## config.mk

```make
export PLATFORM = sky130hd
export DESIGN_NAME = pms_sequencer
export DESIGN_NICKNAME = d
export VERILOG_FILES = /design/src/logic/pms_sequencer.v /design/src/logic/pms_wake_unit.v
export VERILOG_INCLUDE_DIRS = /design/src /design/src/shared
export SDC_FILE = /design/constraint.sdc
export NUM_CORES = 1
export LEC_CHECK = 0
export BUFFER_PORTS_ARGS = -buffer_cell sky130_fd_sc_hd__buf_2
export CAP_MARGIN = 20
export CORE_MARGIN = 3
export CORE_UTILIZATION = 40
export DETAILED_ROUTE_END_ITERATION = 10
export PLACE_DENSITY_LB_ADDON = 0.1
export SLEW_MARGIN = 20
export SYNTH_ARGS = -nofsm -noshare
export SYNTH_HDL_FRONTEND = slang
export SYNTH_SLANG_ARGS = --single-unit
```

## constraint.sdc

```tcl
create_clock -name clk_i -period 3.4 [get_ports clk_i]
set_input_delay 0.17 -clock clk_i [delete_from_list [all_inputs] [get_ports clk_i]]
set_output_delay 0.17 -clock clk_i [all_outputs]
set_load 0.01 [all_outputs]
```

## src/shared/pms_map.vh

```
`ifndef PMS_MAP_VH
`define PMS_MAP_VH
// Mode codes reported on the mode output
`define PMS_MODE_ACTIVE 2'h0
`define PMS_MODE_SLEEP 2'h1
`define PMS_MODE_DEEP 2'h2
// Software request codes
`define PMS_REQ_NONE 2'h0
`define PMS_REQ_SLEEP 2'h1
`define PMS_REQ_DEEP 2'h2
// Interrupt request inputs
`define PMS_NUM_IRQ 8
// Clock rate in kHz and wake-up limit in ns
`define PMS_CLK_KHZ 50000
`define PMS_WAKE_MAX_NS 35000
// Longest time rounds down: 35000 ns at 20 ns = 1750 cycles
`define PMS_WAKE_MAX_CYC 12'h06D6
// High-speed clock start-up budget, well inside the wake limit
`define PMS_HS_START_CYC 12'h03E8
// Supply-good filter length in cycles
`define PMS_SUP_FILT_CYC 4'h8
`endif
```

## src/logic/pms_sequencer.v

```verilog
`timescale 1ns/1ps
`default_nettype none
`include "pms_map.vh"
// Notes on behaviour
// - Three modes only; Active keeps every subsystem clocked.
// - Sleep gates processor, flash, SRAM clocks; peripherals run; wake is immediate.
// - Deep Sleep switches off high-speed clock and its dependent circuitry.
// - Deep Sleep wake-up completes within 35 us of the wake event.
// - Wake-up interrupt unit stays alive in Deep Sleep and restarts processor.
// - Mode entry and reset release wait until supplies are adequate.
// - Brown-out report always produces a reset.
// - Any enabled interrupt can end Deep Sleep.
// - Serial address match in Deep Sleep raises a wake-up request.
// - Interrupt controller accepts eight request inputs.
// - Low-frequency oscillator keeps running in Deep Sleep for watchdog, peripherals.
module pms_sequencer (
  input wire clk_i,
  input wire rst_i,
  input wire supply_ok_i,
  input wire brownout_i,
  input wire hs_osc_ready_i,
  input wire cpu_idle_i,
  input wire [1:0] mode_req_i,
  input wire [`PMS_NUM_IRQ-1:0] irq_i,
  input wire [`PMS_NUM_IRQ-1:0] irq_en_i,
  input wire addr_match_i,
  output reg sys_rst_o,
  output reg cpu_clk_en_o,
  output reg periph_clk_en_o,
  output reg hs_osc_en_o,
  output reg lf_osc_en_o,
  output reg cpu_pwr_en_o,
  output reg addr_watch_o,
  output reg [`PMS_NUM_IRQ-1:0] irq_pend_o,
  output reg cpu_wake_o,
  output reg [1:0] mode_o,
  output reg [`PMS_NUM_IRQ:0] wake_cause_o,
  output reg wake_late_o
);
  localparam [5:0] ST_RESET = 6'h01;
  localparam [5:0] ST_ACTIVE = 6'h02;
  localparam [5:0] ST_SLEEP = 6'h04;
  localparam [5:0] ST_DEEP = 6'h08;
  localparam [5:0] ST_HS_START = 6'h10;
  localparam [5:0] ST_RESTORE = 6'h20;
  localparam [11:0] WAKE_MAX = `PMS_WAKE_MAX_CYC;

  reg [5:0] state;
  reg [5:0] next_state;
  reg [3:0] sup_cnt;
  reg sup_good;
  reg [11:0] wake_cnt;
  reg [11:0] hs_cnt;
  wire wake_any;
  wire irq_hit;
  wire [`PMS_NUM_IRQ:0] unit_cause;
  wire unit_watch;

  assign irq_hit = |(irq_i & irq_en_i);
  assign unit_watch = (state == ST_DEEP) || (state == ST_HS_START);

  pms_wake_unit u_wake (
    .clk_i(clk_i),
    .rst_i(rst_i),
    .watch_i(unit_watch),
    .clear_i(state == ST_RESTORE),
    .irq_i(irq_i),
    .irq_en_i(irq_en_i),
    .addr_match_i(addr_match_i & addr_watch_o),
    .wake_o(wake_any),
    .cause_o(unit_cause)
  );

  // Supply filter: glitches on the good level restart the count
  always @(posedge clk_i or posedge rst_i) begin
    if (rst_i) begin
      sup_cnt <= 4'h0;
      sup_good <= 1'b0;
    end else if (!supply_ok_i || brownout_i) begin
      sup_cnt <= 4'h0;
      sup_good <= 1'b0;
    end else if (sup_cnt == `PMS_SUP_FILT_CYC) begin
      sup_good <= 1'b1;
    end else begin
      sup_cnt <= sup_cnt + 4'h1;
    end
  end

  always @* begin
    next_state = state;
    case (state)
      ST_RESET: begin
        if (sup_good) begin
          next_state = ST_ACTIVE;
        end
      end
      ST_ACTIVE: begin
        if (cpu_idle_i && mode_req_i == `PMS_REQ_SLEEP) begin
          next_state = ST_SLEEP;
        end else if (cpu_idle_i && mode_req_i == `PMS_REQ_DEEP && !irq_hit) begin
          next_state = ST_DEEP;
        end
      end
      ST_SLEEP: begin
        if (irq_hit) begin
          next_state = ST_ACTIVE;
        end
      end
      ST_DEEP: begin
        if (wake_any) begin
          next_state = ST_HS_START;
        end
      end
      ST_HS_START: begin
        if (hs_osc_ready_i && hs_cnt >= `PMS_HS_START_CYC) begin
          next_state = ST_RESTORE;
        end else if (wake_cnt >= WAKE_MAX - 12'h0004) begin
          // Latch, entry, restore and Active edges also count against the wake limit
          next_state = ST_RESTORE;
        end
      end
      ST_RESTORE: begin
        next_state = ST_ACTIVE;
      end
      default: begin
        next_state = ST_RESET;
      end
    endcase
    // Raw supply status bypasses the filter so a brown-out resets on the next edge
    if (!sup_good || !supply_ok_i || brownout_i) begin
      next_state = ST_RESET;
    end
  end

  always @(posedge clk_i or posedge rst_i) begin
    if (rst_i) begin
      state <= ST_RESET;
      hs_cnt <= 12'h000;
      wake_cnt <= 12'h000;
    end else begin
      state <= next_state;
      if (state == ST_HS_START) begin
        hs_cnt <= hs_cnt + 12'h001;
        wake_cnt <= wake_cnt + 12'h001;
      end else begin
        hs_cnt <= 12'h000;
        wake_cnt <= 12'h000;
      end
    end
  end

  // Output decode registered from the next state so outputs change with it
  always @(posedge clk_i or posedge rst_i) begin
    if (rst_i) begin
      sys_rst_o <= 1'b1;
      cpu_clk_en_o <= 1'b0;
      periph_clk_en_o <= 1'b0;
      hs_osc_en_o <= 1'b0;
      lf_osc_en_o <= 1'b1;
      cpu_pwr_en_o <= 1'b0;
      addr_watch_o <= 1'b0;
      mode_o <= `PMS_MODE_ACTIVE;
      irq_pend_o <= {`PMS_NUM_IRQ{1'b0}};
      cpu_wake_o <= 1'b0;
      wake_cause_o <= {(`PMS_NUM_IRQ+1){1'b0}};
      wake_late_o <= 1'b0;
    end else begin
      sys_rst_o <= (next_state == ST_RESET);
      lf_osc_en_o <= 1'b1;
      irq_pend_o <= irq_i & irq_en_i;
      cpu_wake_o <= 1'b0;
      case (next_state)
        ST_ACTIVE: begin
          cpu_clk_en_o <= 1'b1;
          periph_clk_en_o <= 1'b1;
          hs_osc_en_o <= 1'b1;
          cpu_pwr_en_o <= 1'b1;
          addr_watch_o <= 1'b0;
          mode_o <= `PMS_MODE_ACTIVE;
          cpu_wake_o <= (state != ST_ACTIVE) && (state != ST_RESET);
        end
        ST_SLEEP: begin
          cpu_clk_en_o <= 1'b0;
          periph_clk_en_o <= 1'b1;
          hs_osc_en_o <= 1'b1;
          cpu_pwr_en_o <= 1'b1;
          addr_watch_o <= 1'b0;
          mode_o <= `PMS_MODE_SLEEP;
        end
        ST_DEEP: begin
          cpu_clk_en_o <= 1'b0;
          periph_clk_en_o <= 1'b0;
          hs_osc_en_o <= 1'b0;
          cpu_pwr_en_o <= 1'b0;
          addr_watch_o <= 1'b1;
          mode_o <= `PMS_MODE_DEEP;
        end
        ST_HS_START: begin
          cpu_clk_en_o <= 1'b0;
          periph_clk_en_o <= 1'b0;
          hs_osc_en_o <= 1'b1;
          cpu_pwr_en_o <= 1'b1;
          addr_watch_o <= 1'b1;
          mode_o <= `PMS_MODE_DEEP;
        end
        ST_RESTORE: begin
          cpu_clk_en_o <= 1'b0;
          periph_clk_en_o <= 1'b1;
          hs_osc_en_o <= 1'b1;
          cpu_pwr_en_o <= 1'b1;
          addr_watch_o <= 1'b0;
          mode_o <= `PMS_MODE_DEEP;
          wake_cause_o <= unit_cause;
          wake_late_o <= !hs_osc_ready_i;
        end
        default: begin
          cpu_clk_en_o <= 1'b0;
          periph_clk_en_o <= 1'b0;
          hs_osc_en_o <= 1'b0;
          cpu_pwr_en_o <= 1'b0;
          addr_watch_o <= 1'b0;
          mode_o <= `PMS_MODE_ACTIVE;
        end
      endcase
    end
  end
endmodule
`default_nettype wire

```

## src/logic/pms_wake_unit.v

```verilog
`timescale 1ns/1ps
`default_nettype none
`include "pms_map.vh"
// Wake-up interrupt unit: runs on the always-on clock, latches any enabled
// request or address match while the main domain is down.
module pms_wake_unit (
  input wire clk_i,
  input wire rst_i,
  input wire watch_i,
  input wire clear_i,
  input wire [`PMS_NUM_IRQ-1:0] irq_i,
  input wire [`PMS_NUM_IRQ-1:0] irq_en_i,
  input wire addr_match_i,
  output reg wake_o,
  output reg [`PMS_NUM_IRQ:0] cause_o
);
  wire [`PMS_NUM_IRQ:0] src;
  assign src = {addr_match_i, irq_i & irq_en_i};
  always @(posedge clk_i or posedge rst_i) begin
    if (rst_i) begin
      wake_o <= 1'b0;
      cause_o <= {(`PMS_NUM_IRQ+1){1'b0}};
    end else if (watch_i && |src) begin
      // Set wins over a clear in the same cycle
      wake_o <= 1'b1;
      cause_o <= cause_o | src;
    end else if (clear_i || !watch_i) begin
      wake_o <= 1'b0;
      cause_o <= {(`PMS_NUM_IRQ+1){1'b0}};
    end
  end
endmodule
`default_nettype wire

```

**After elaboration in Yosys (flattened, before gate mapping)**

Cells that the tools add are included.

- Bits in registers: 71
- Input bits: 25
- Output and inout bits: 28
- Word-level logic and storage cells: 92

- Add/subtract/negate cells: 3
- Magnitude comparators: 2
- Equal/unequal tests: 18
- Muxes and demuxes: 25
- Bitwise gates (word level): 3
- Reductions and logical operators: 24

Operator list:

| kind | count |
|---|---|
| 2-to-1 mux 6 bit | 8 |
| one-hot mux 6 bit (6 select lines) | 1 |
| adder 12 x 1 -> 12 bit (second input constant) | 2 |
| 2-to-1 mux 12 bit | 2 |
| 2-to-1 mux 9 bit | 2 |
| == test 6 x 1 -> 1 bit (second input constant) | 2 |
| == test 6 x 2 -> 1 bit (second input constant) | 2 |
| == test 6 x 3 -> 1 bit (second input constant) | 2 |
| == test 6 x 4 -> 1 bit (second input constant) | 2 |
| == test 6 x 5 -> 1 bit (second input constant) | 2 |
| == test 6 bit (second input constant) | 2 |
| >= comparator 12 x 10 -> 1 bit (second input constant) | 1 |
| >= comparator 12 x 11 -> 1 bit (second input constant) | 1 |
| 2-to-1 mux 1 bit | 9 |
| bitwise OR 9 bit | 1 |
| OR reduction 9 bit | 1 |
| bitwise AND 8 bit | 1 |
| 2-to-1 mux 4 bit | 2 |
| OR reduction 8 bit | 1 |
| logical AND 1 bit | 6 |
| inequality test 6 x 1 -> 1 bit (second input constant) | 1 |
| inequality test 6 x 2 -> 1 bit (second input constant) | 1 |
| OR reduction 3 bit | 2 |
| zero test 1 bit | 5 |
| 11 further kinds | 16 |

**Longest topological paths before layout**

- Word-level depth: 11
- Depth in mapped cells: 10
- Depth with buffers taken out: 8

**Hierarchy**

Synthesis repeated with hierarchy kept, for this count alone.

- Cells, all modules: 319
- Area total of the unflattened synthesis: 3365.7 um2

By module, submodules not included:

| module | times used | cells each | area an instance (um2) | sequential area each (um2) |
|---|---|---|---|---|
| pms_sequencer | 1 | 266 | 2845.2 | 1529.0 |
| pms_wake_unit | 1 | 53 | 520.5 | 250.2 |

**Worst setup path after synthesis**

Ideal clock, no wire load.

- Path type: register to register
- Start point: register state[3]
- End point: register wake_cause_o[0]
- Arrival time: 2.439 ns
- Data required time: 3.275 ns
- Setup slack: 0.836 ns
- Stages on the path, launching flop included: 11
- Path buffers: 3
- Clock period less this slack: 2.564 ns
- Path through: dfrtp_1 > buf_2 > or4_4 > nor3b_4 > a211oi_2 > nor2_4 > inv_2 > or3_1 > buf_2 > buf_6 > mux2_4

RTL lines:

| item | line | text |
|---|---|---|
| start: declaration | pms_sequencer.v:48 | `reg [5:0] state;` |
| start signal: assignment | pms_sequencer.v:141 | `state <= next_state;` |
| == test 6 bit (tied with other cells) | pms_sequencer.v:91 | `case (state)` |
| one-hot mux 6 bit (6 select lines) * | pms_sequencer.v:91 |  |
| 2-to-1 mux 6 bit * | pms_sequencer.v:130 | `if (!sup_good \|\| !supply_ok_i \|\| brownout_i) begin` |
| via next_state[0] | pms_sequencer.v:49 | `reg [5:0] next_state;` |
| == test 6 bit * | pms_sequencer.v:172 | `case (next_state)` |
| end signal: assignment | pms_sequencer.v:165 | `` wake_cause_o <= {(`PMS_NUM_IRQ+1){1'b0}}; `` |
| end signal: assignment | pms_sequencer.v:213 | `wake_cause_o <= unit_cause;` |
| end: declaration | pms_sequencer.v:37 | `` output reg [`PMS_NUM_IRQ:0] wake_cause_o, `` |

Mark *: on every way through the listed nets, which the timed path passes. The rest lies on a longest branch.
A chain may end at the register's enable or synchronous reset.

**Worst setup path after layout**

- Start point: register state[3]
- End point: register wake_cause_o[6]

The elaborated chain is that of the path after synthesis.

==> metrics.sh <==
RSZ0062_AT_GRT='false'
END_KIND='register'
SYNTH_SEQ_CELLS=71
DETAILROUTE.VIA_COUNT=2197
TOTALNEGATIVESETUPSLACK_NS=0
MIN_PATH_TYPE='input port to register'
FINALWEIGHTEDCONGESTION=0.850
CLOCK_BUFFERS_CREATED_BY_TRITONCTS=9
PLACE.DETAILED.HPWL_MM=4.26
CLOCK_TREE_FROM_TRITONCTS='yes'
REMAINING_DRC_ERRORS=0
WORSTSKEWPAIRLATENCY_NS=0.33
SYNTH_ASYNC_RESET_RATIO_PCT=100
P_PER_AREA_nW_PER_UM2=441
FINAL_UTIL_PCT=50.1
TIMING.CRITICAL_PATH.FANOUT_MAX=14
DETAIL_ROUTE.WIRELENGTH.MET1_MM=2.93
DETAILED_ROUTER_ITERATION_COUNT_BEFORE_ANTENNA_REPAIR=4
SYNTH-ADDER-AREA-SHARE_PCT=2.35
DIE_WIDTH_UM=95.4
GRT_PASS1_WL_MM=10.0
CORE_UM2=7490
MAXSLEWHEADROOM_PCT=50.5
ROUTED_WIRE_LENGTH_PER_INSTANCE_UM=13.0
VDD.IR_DROP.WORST_mV=0.202
GRT_ANTENNA_BEFORE_REPAIR=0
ROUTED-WL-MET3_UM=289
FINALSETUPVIOLCOUNT=0
GR-USAGE-ALL-LAYERS_PCT=14.4
WORST_SKEW_NS=0.00792
POST_CTS.REPAIR.SETUP_BUFFERS=0
CLKSINKCOUNT=71
REPORT.FINAL.SLEW_VIOL_COUNT=0
MAX_CLOCK_FREQ_MHz=349
HIGHEST_LAYER='met4'
NUMBER_OF_BUFFERS_ON_THE_LONGEST_CLOCK_PATH=2
WL_MET2_MM=2.68
CRIT_PATH_START='state[3]'
FIN_NETS=387
SYNTH.AREA.TOP_CELLS='sky130_fd_sc_hd__dfrtp_1 (54%), sky130_fd_sc_hd__nor2_1 (4.3%), sky130_fd_sc_hd__xor2_1 (3.8%)'
CRIT_REQUIRED_NS=3.62
SYNTH_XOR_XNOR_AREA_SHARE_PCT=6.85
POSTSYNTHAREAPERCELL_UM2=10.6
SYNTH_FP_NETS=333
SYNTH_TOP_FAMILY_BY_AREA='simple AND/OR/NAND/NOR gates'
CRITICAL_PATH.STARTPOINT_TYPE='register'
SYNTH_COMPOUND_GATE_AREA_SHARE_PCT=6.54
FINAL_LAYOUT_SIZE_SUFFIX_GT1_SHARE_PCT=24.2
DIODES=0
R2R_START='state[3]'
DIE_H_UM=95.4
SYN_AREA_UM2=3200
LEAKAGE_nW=1.90
SYNTH.TOP_CELL.AREA_SHARE_PCT=54.0
WORST-SLEW-PIN-TRANSITION_NS=0.742
ROUTE.ANTENNA.REMAINING_NETS=0
TIMING.CRITICAL_PATH.ARRIVAL_NS=3.08
SYNTH-SEQ-AREA-SHARE_PCT=55.7
POSTROUTEWIRELENGTH_MM=5.97
COUNT_OF_MAPPED_CELLS_OUT_OF_SYNTHESIS=302
FP.DIEAREA_UM2=9100
FIRST_GLOBAL_VIAS=2074
FINALCRITPERIODSHARE_PCT=84.2
YS.FLOP_TYPE='sky130_fd_sc_hd__dfrtp_1'
CAP_VIOLATIONS=0
SYNTH_MUX_AREA_SHARE_PCT=4.42
RUN_STATUS='completed'
PLACEMENT.IO_BUFFERS=51
HTREE_NUM_LEVELS=3
EDFF_COUNT_SYNTH=0
POST-ROUTE-MIN-PERIOD_NS=2.86
REGTOREGENDPOINT='wake_cause_o[6]'
ROUTE.DETAILED.VIAS_PER_INST=4.79
NETLIST.TOP_CELL.BY_AREA='sky130_fd_sc_hd__dfrtp_1'
WORST_SETUP_HOLD_PATH_CLK_SLEW_NS=0.07
LARGEST_NET_DEGREE_AT_THE_START_OF_GLOBAL_ROUTING=55
NETLIST-CELL-TYPE-COUNT=54
YS.WARNINGS.COUNT=0
SYNTH_SIMPLE_GATE_AREA_SHARE_PCT=18.9
DR.FIRST_ITER.DRC_COUNT=81
SYN_TO_FINAL_GROWTH_PCT=17.4
INITIAL_UTILIZATION_PCT=42.7
CTS_ROOT_BUFFER='sky130_fd_sc_hd__clkbuf_8'
SYNTH_MOST_COMMON_CELL='sky130_fd_sc_hd__dfrtp_1'
REMAINING_GLOBAL_ROUTE_OVERFLOW=0
REG2REG_DEPTH=7
IO_PINS=53
TIMING.FINAL.HOLD_VIOLATIONS=0
WORST_SETUP_PATH_ENDPOINT='wake_cause_o[6]'
CORE.ROWCOUNT=31
SYNTH_COMMON_CELLS='sky130_fd_sc_hd__dfrtp_1 (69), sky130_fd_sc_hd__nor2_1 (37), sky130_fd_sc_hd__nand2_1 (30)'
REG2REG_SETUP_SLACK_NS=0.54
CRIT_TYPE='register to register'
==> critical path: stages, from the launching register on <==
cell and delay [ns]:
sky130_fd_sc_hd__dfrtp_1 0.49, sky130_fd_sc_hd__or4_4 0.60, sky130_fd_sc_hd__nor3b_4 0.28, sky130_fd_sc_hd__a211oi_2 0.09, sky130_fd_sc_hd__nor2_4 0.14, sky130_fd_sc_hd__inv_2 0.05, sky130_fd_sc_hd__or3_1 0.67, sky130_fd_sc_hd__mux2_1 0.43
==> cell families after synthesis <==
family                     Yosys count
AOI/OAI and AO/OA                   32
xor gates and xnor gates            25
adders and majority gates            6
buffers and inverters               37
DFF                                 71
muxes                               11
other                                1
and+or+nand+nor                    119
==> worst min-delay path by stage <==
stage	startpoint	end	slack, ns	depth (start not counted)
after global routing	hs_osc_ready_i	wake_late_o	0.04	2
after floorplan	hs_osc_ready_i	wake_late_o	0.26	1
after global placement	rst_i	irq_pend_o[7]	0.18	2
after detailed placement	rst_i	irq_pend_o[6]	0.17	2
final	hs_osc_ready_i	wake_late_o	0.06	2
after CTS	irq_en_i[1]	irq_pend_o[1]	0.05	3
==> timing repair <==
| action | 4_1_cts | 5_1_grt |
|---|---|---|
| hold endpoints to repair | 17 | 0 |
| gates resized for setup | 0 | 0 |
| hold buffers | 1 | 0 |
==> stage by stage <==
step | cells | hold WS, ns | cell area [µm²] | setup WS [ns] | power [mW]
after floorplan | 302 | 0.260 | 3200 | 0.836 | 0.900
after global placement | 443 | 0.177 | 3520 | 0.602 | 0.929
after detailed placement | 443 | 0.171 | 3520 | 0.530 | 0.929
after CTS | 459 | 0.0476 | 3750 | 0.539 | 1.68
after global routing | 459 | 0.0430 | 3750 | 0.394 | 1.73
final | 459 | 0.0582 | 3750 | 0.537 | 1.65
==> layout by cell type, fill, tap and decap left out, types with 2 or more instances in the layout <==
cell type,netlist,final
sky130_fd_sc_hd__ha_1,6,6
sky130_fd_sc_hd__o21ai_0,10,10
sky130_fd_sc_hd__and2_1,3,3
sky130_fd_sc_hd__inv_2,2,3
sky130_fd_sc_hd__mux2_4,5,5
sky130_fd_sc_hd__inv_1,23,22
sky130_fd_sc_hd__nand4_1,3,3
sky130_fd_sc_hd__xnor2_1,11,11
sky130_fd_sc_hd__a31oi_1,4,4
sky130_fd_sc_hd__nand2_1,30,30
sky130_fd_sc_hd__o211ai_1,2,2
sky130_fd_sc_hd__mux2_1,4,4
sky130_fd_sc_hd__and3_1,4,4
sky130_fd_sc_hd__a21oi_1,5,5
sky130_fd_sc_hd__nor2_1,37,37
sky130_fd_sc_hd__buf_4,2,2
sky130_fd_sc_hd__dfstp_2,2,2
sky130_fd_sc_hd__o21a_1,4,4
sky130_fd_sc_hd__bufinv_16,0,2
sky130_fd_sc_hd__nor3_1,4,4
sky130_fd_sc_hd__nor4_1,2,2
sky130_fd_sc_hd__nor4b_1,2,2
sky130_fd_sc_hd__buf_2,2,51
sky130_fd_sc_hd__nand3b_1,3,3
sky130_fd_sc_hd__xor2_1,14,14
sky130_fd_sc_hd__clkbuf_8,0,10
sky130_fd_sc_hd__or3_1,2,2
sky130_fd_sc_hd__dfrtp_1,69,69
sky130_fd_sc_hd__nand3_1,15,15
==> metal layers <==
metal	global-route usage, %	up-vias
li1	-	1105
met1	20.2	1039
met2	21.4	48
met3	4.18	5
met4	4.98	0
met5	0	-
==> flip-flops by register name (all words and copies together), names as in the netlist <==
| signal | count |
|---|---|
| sup_cnt | 4 |
| periph_clk_en_o | 1 |
| u_wake.wake_o | 1 |
| wake_cause_o | 9 |
| cpu_wake_o | 1 |
| addr_watch_o | 1 |
| state | 6 |
| wake_late_o | 1 |
| mode_o | 2 |
| sys_rst_o | 1 |
| cpu_pwr_en_o | 1 |
| irq_pend_o | 8 |
| u_wake.cause_o | 9 |
| wake_cnt | 12 |
| cpu_clk_en_o | 1 |
| sup_good | 1 |
| hs_cnt | 12 |
==> layout make-up <==
class	instances	area, µm²
repair buffers	54	280
multi-input cells	194	1250
flip-flops and latches	71	1780
clock inverters	5	81.3
inverters	26	97.6
fillers	707	3730
well taps	99	124
clock buffers	10	138
==> power by group <==
group | switching (mW) | internal, mW
registers | 0.00218 | 0.850
logic | 0.0371 | 0.0216
clock network | 0.313 | 0.430
(Power assumes the default switching activity.)
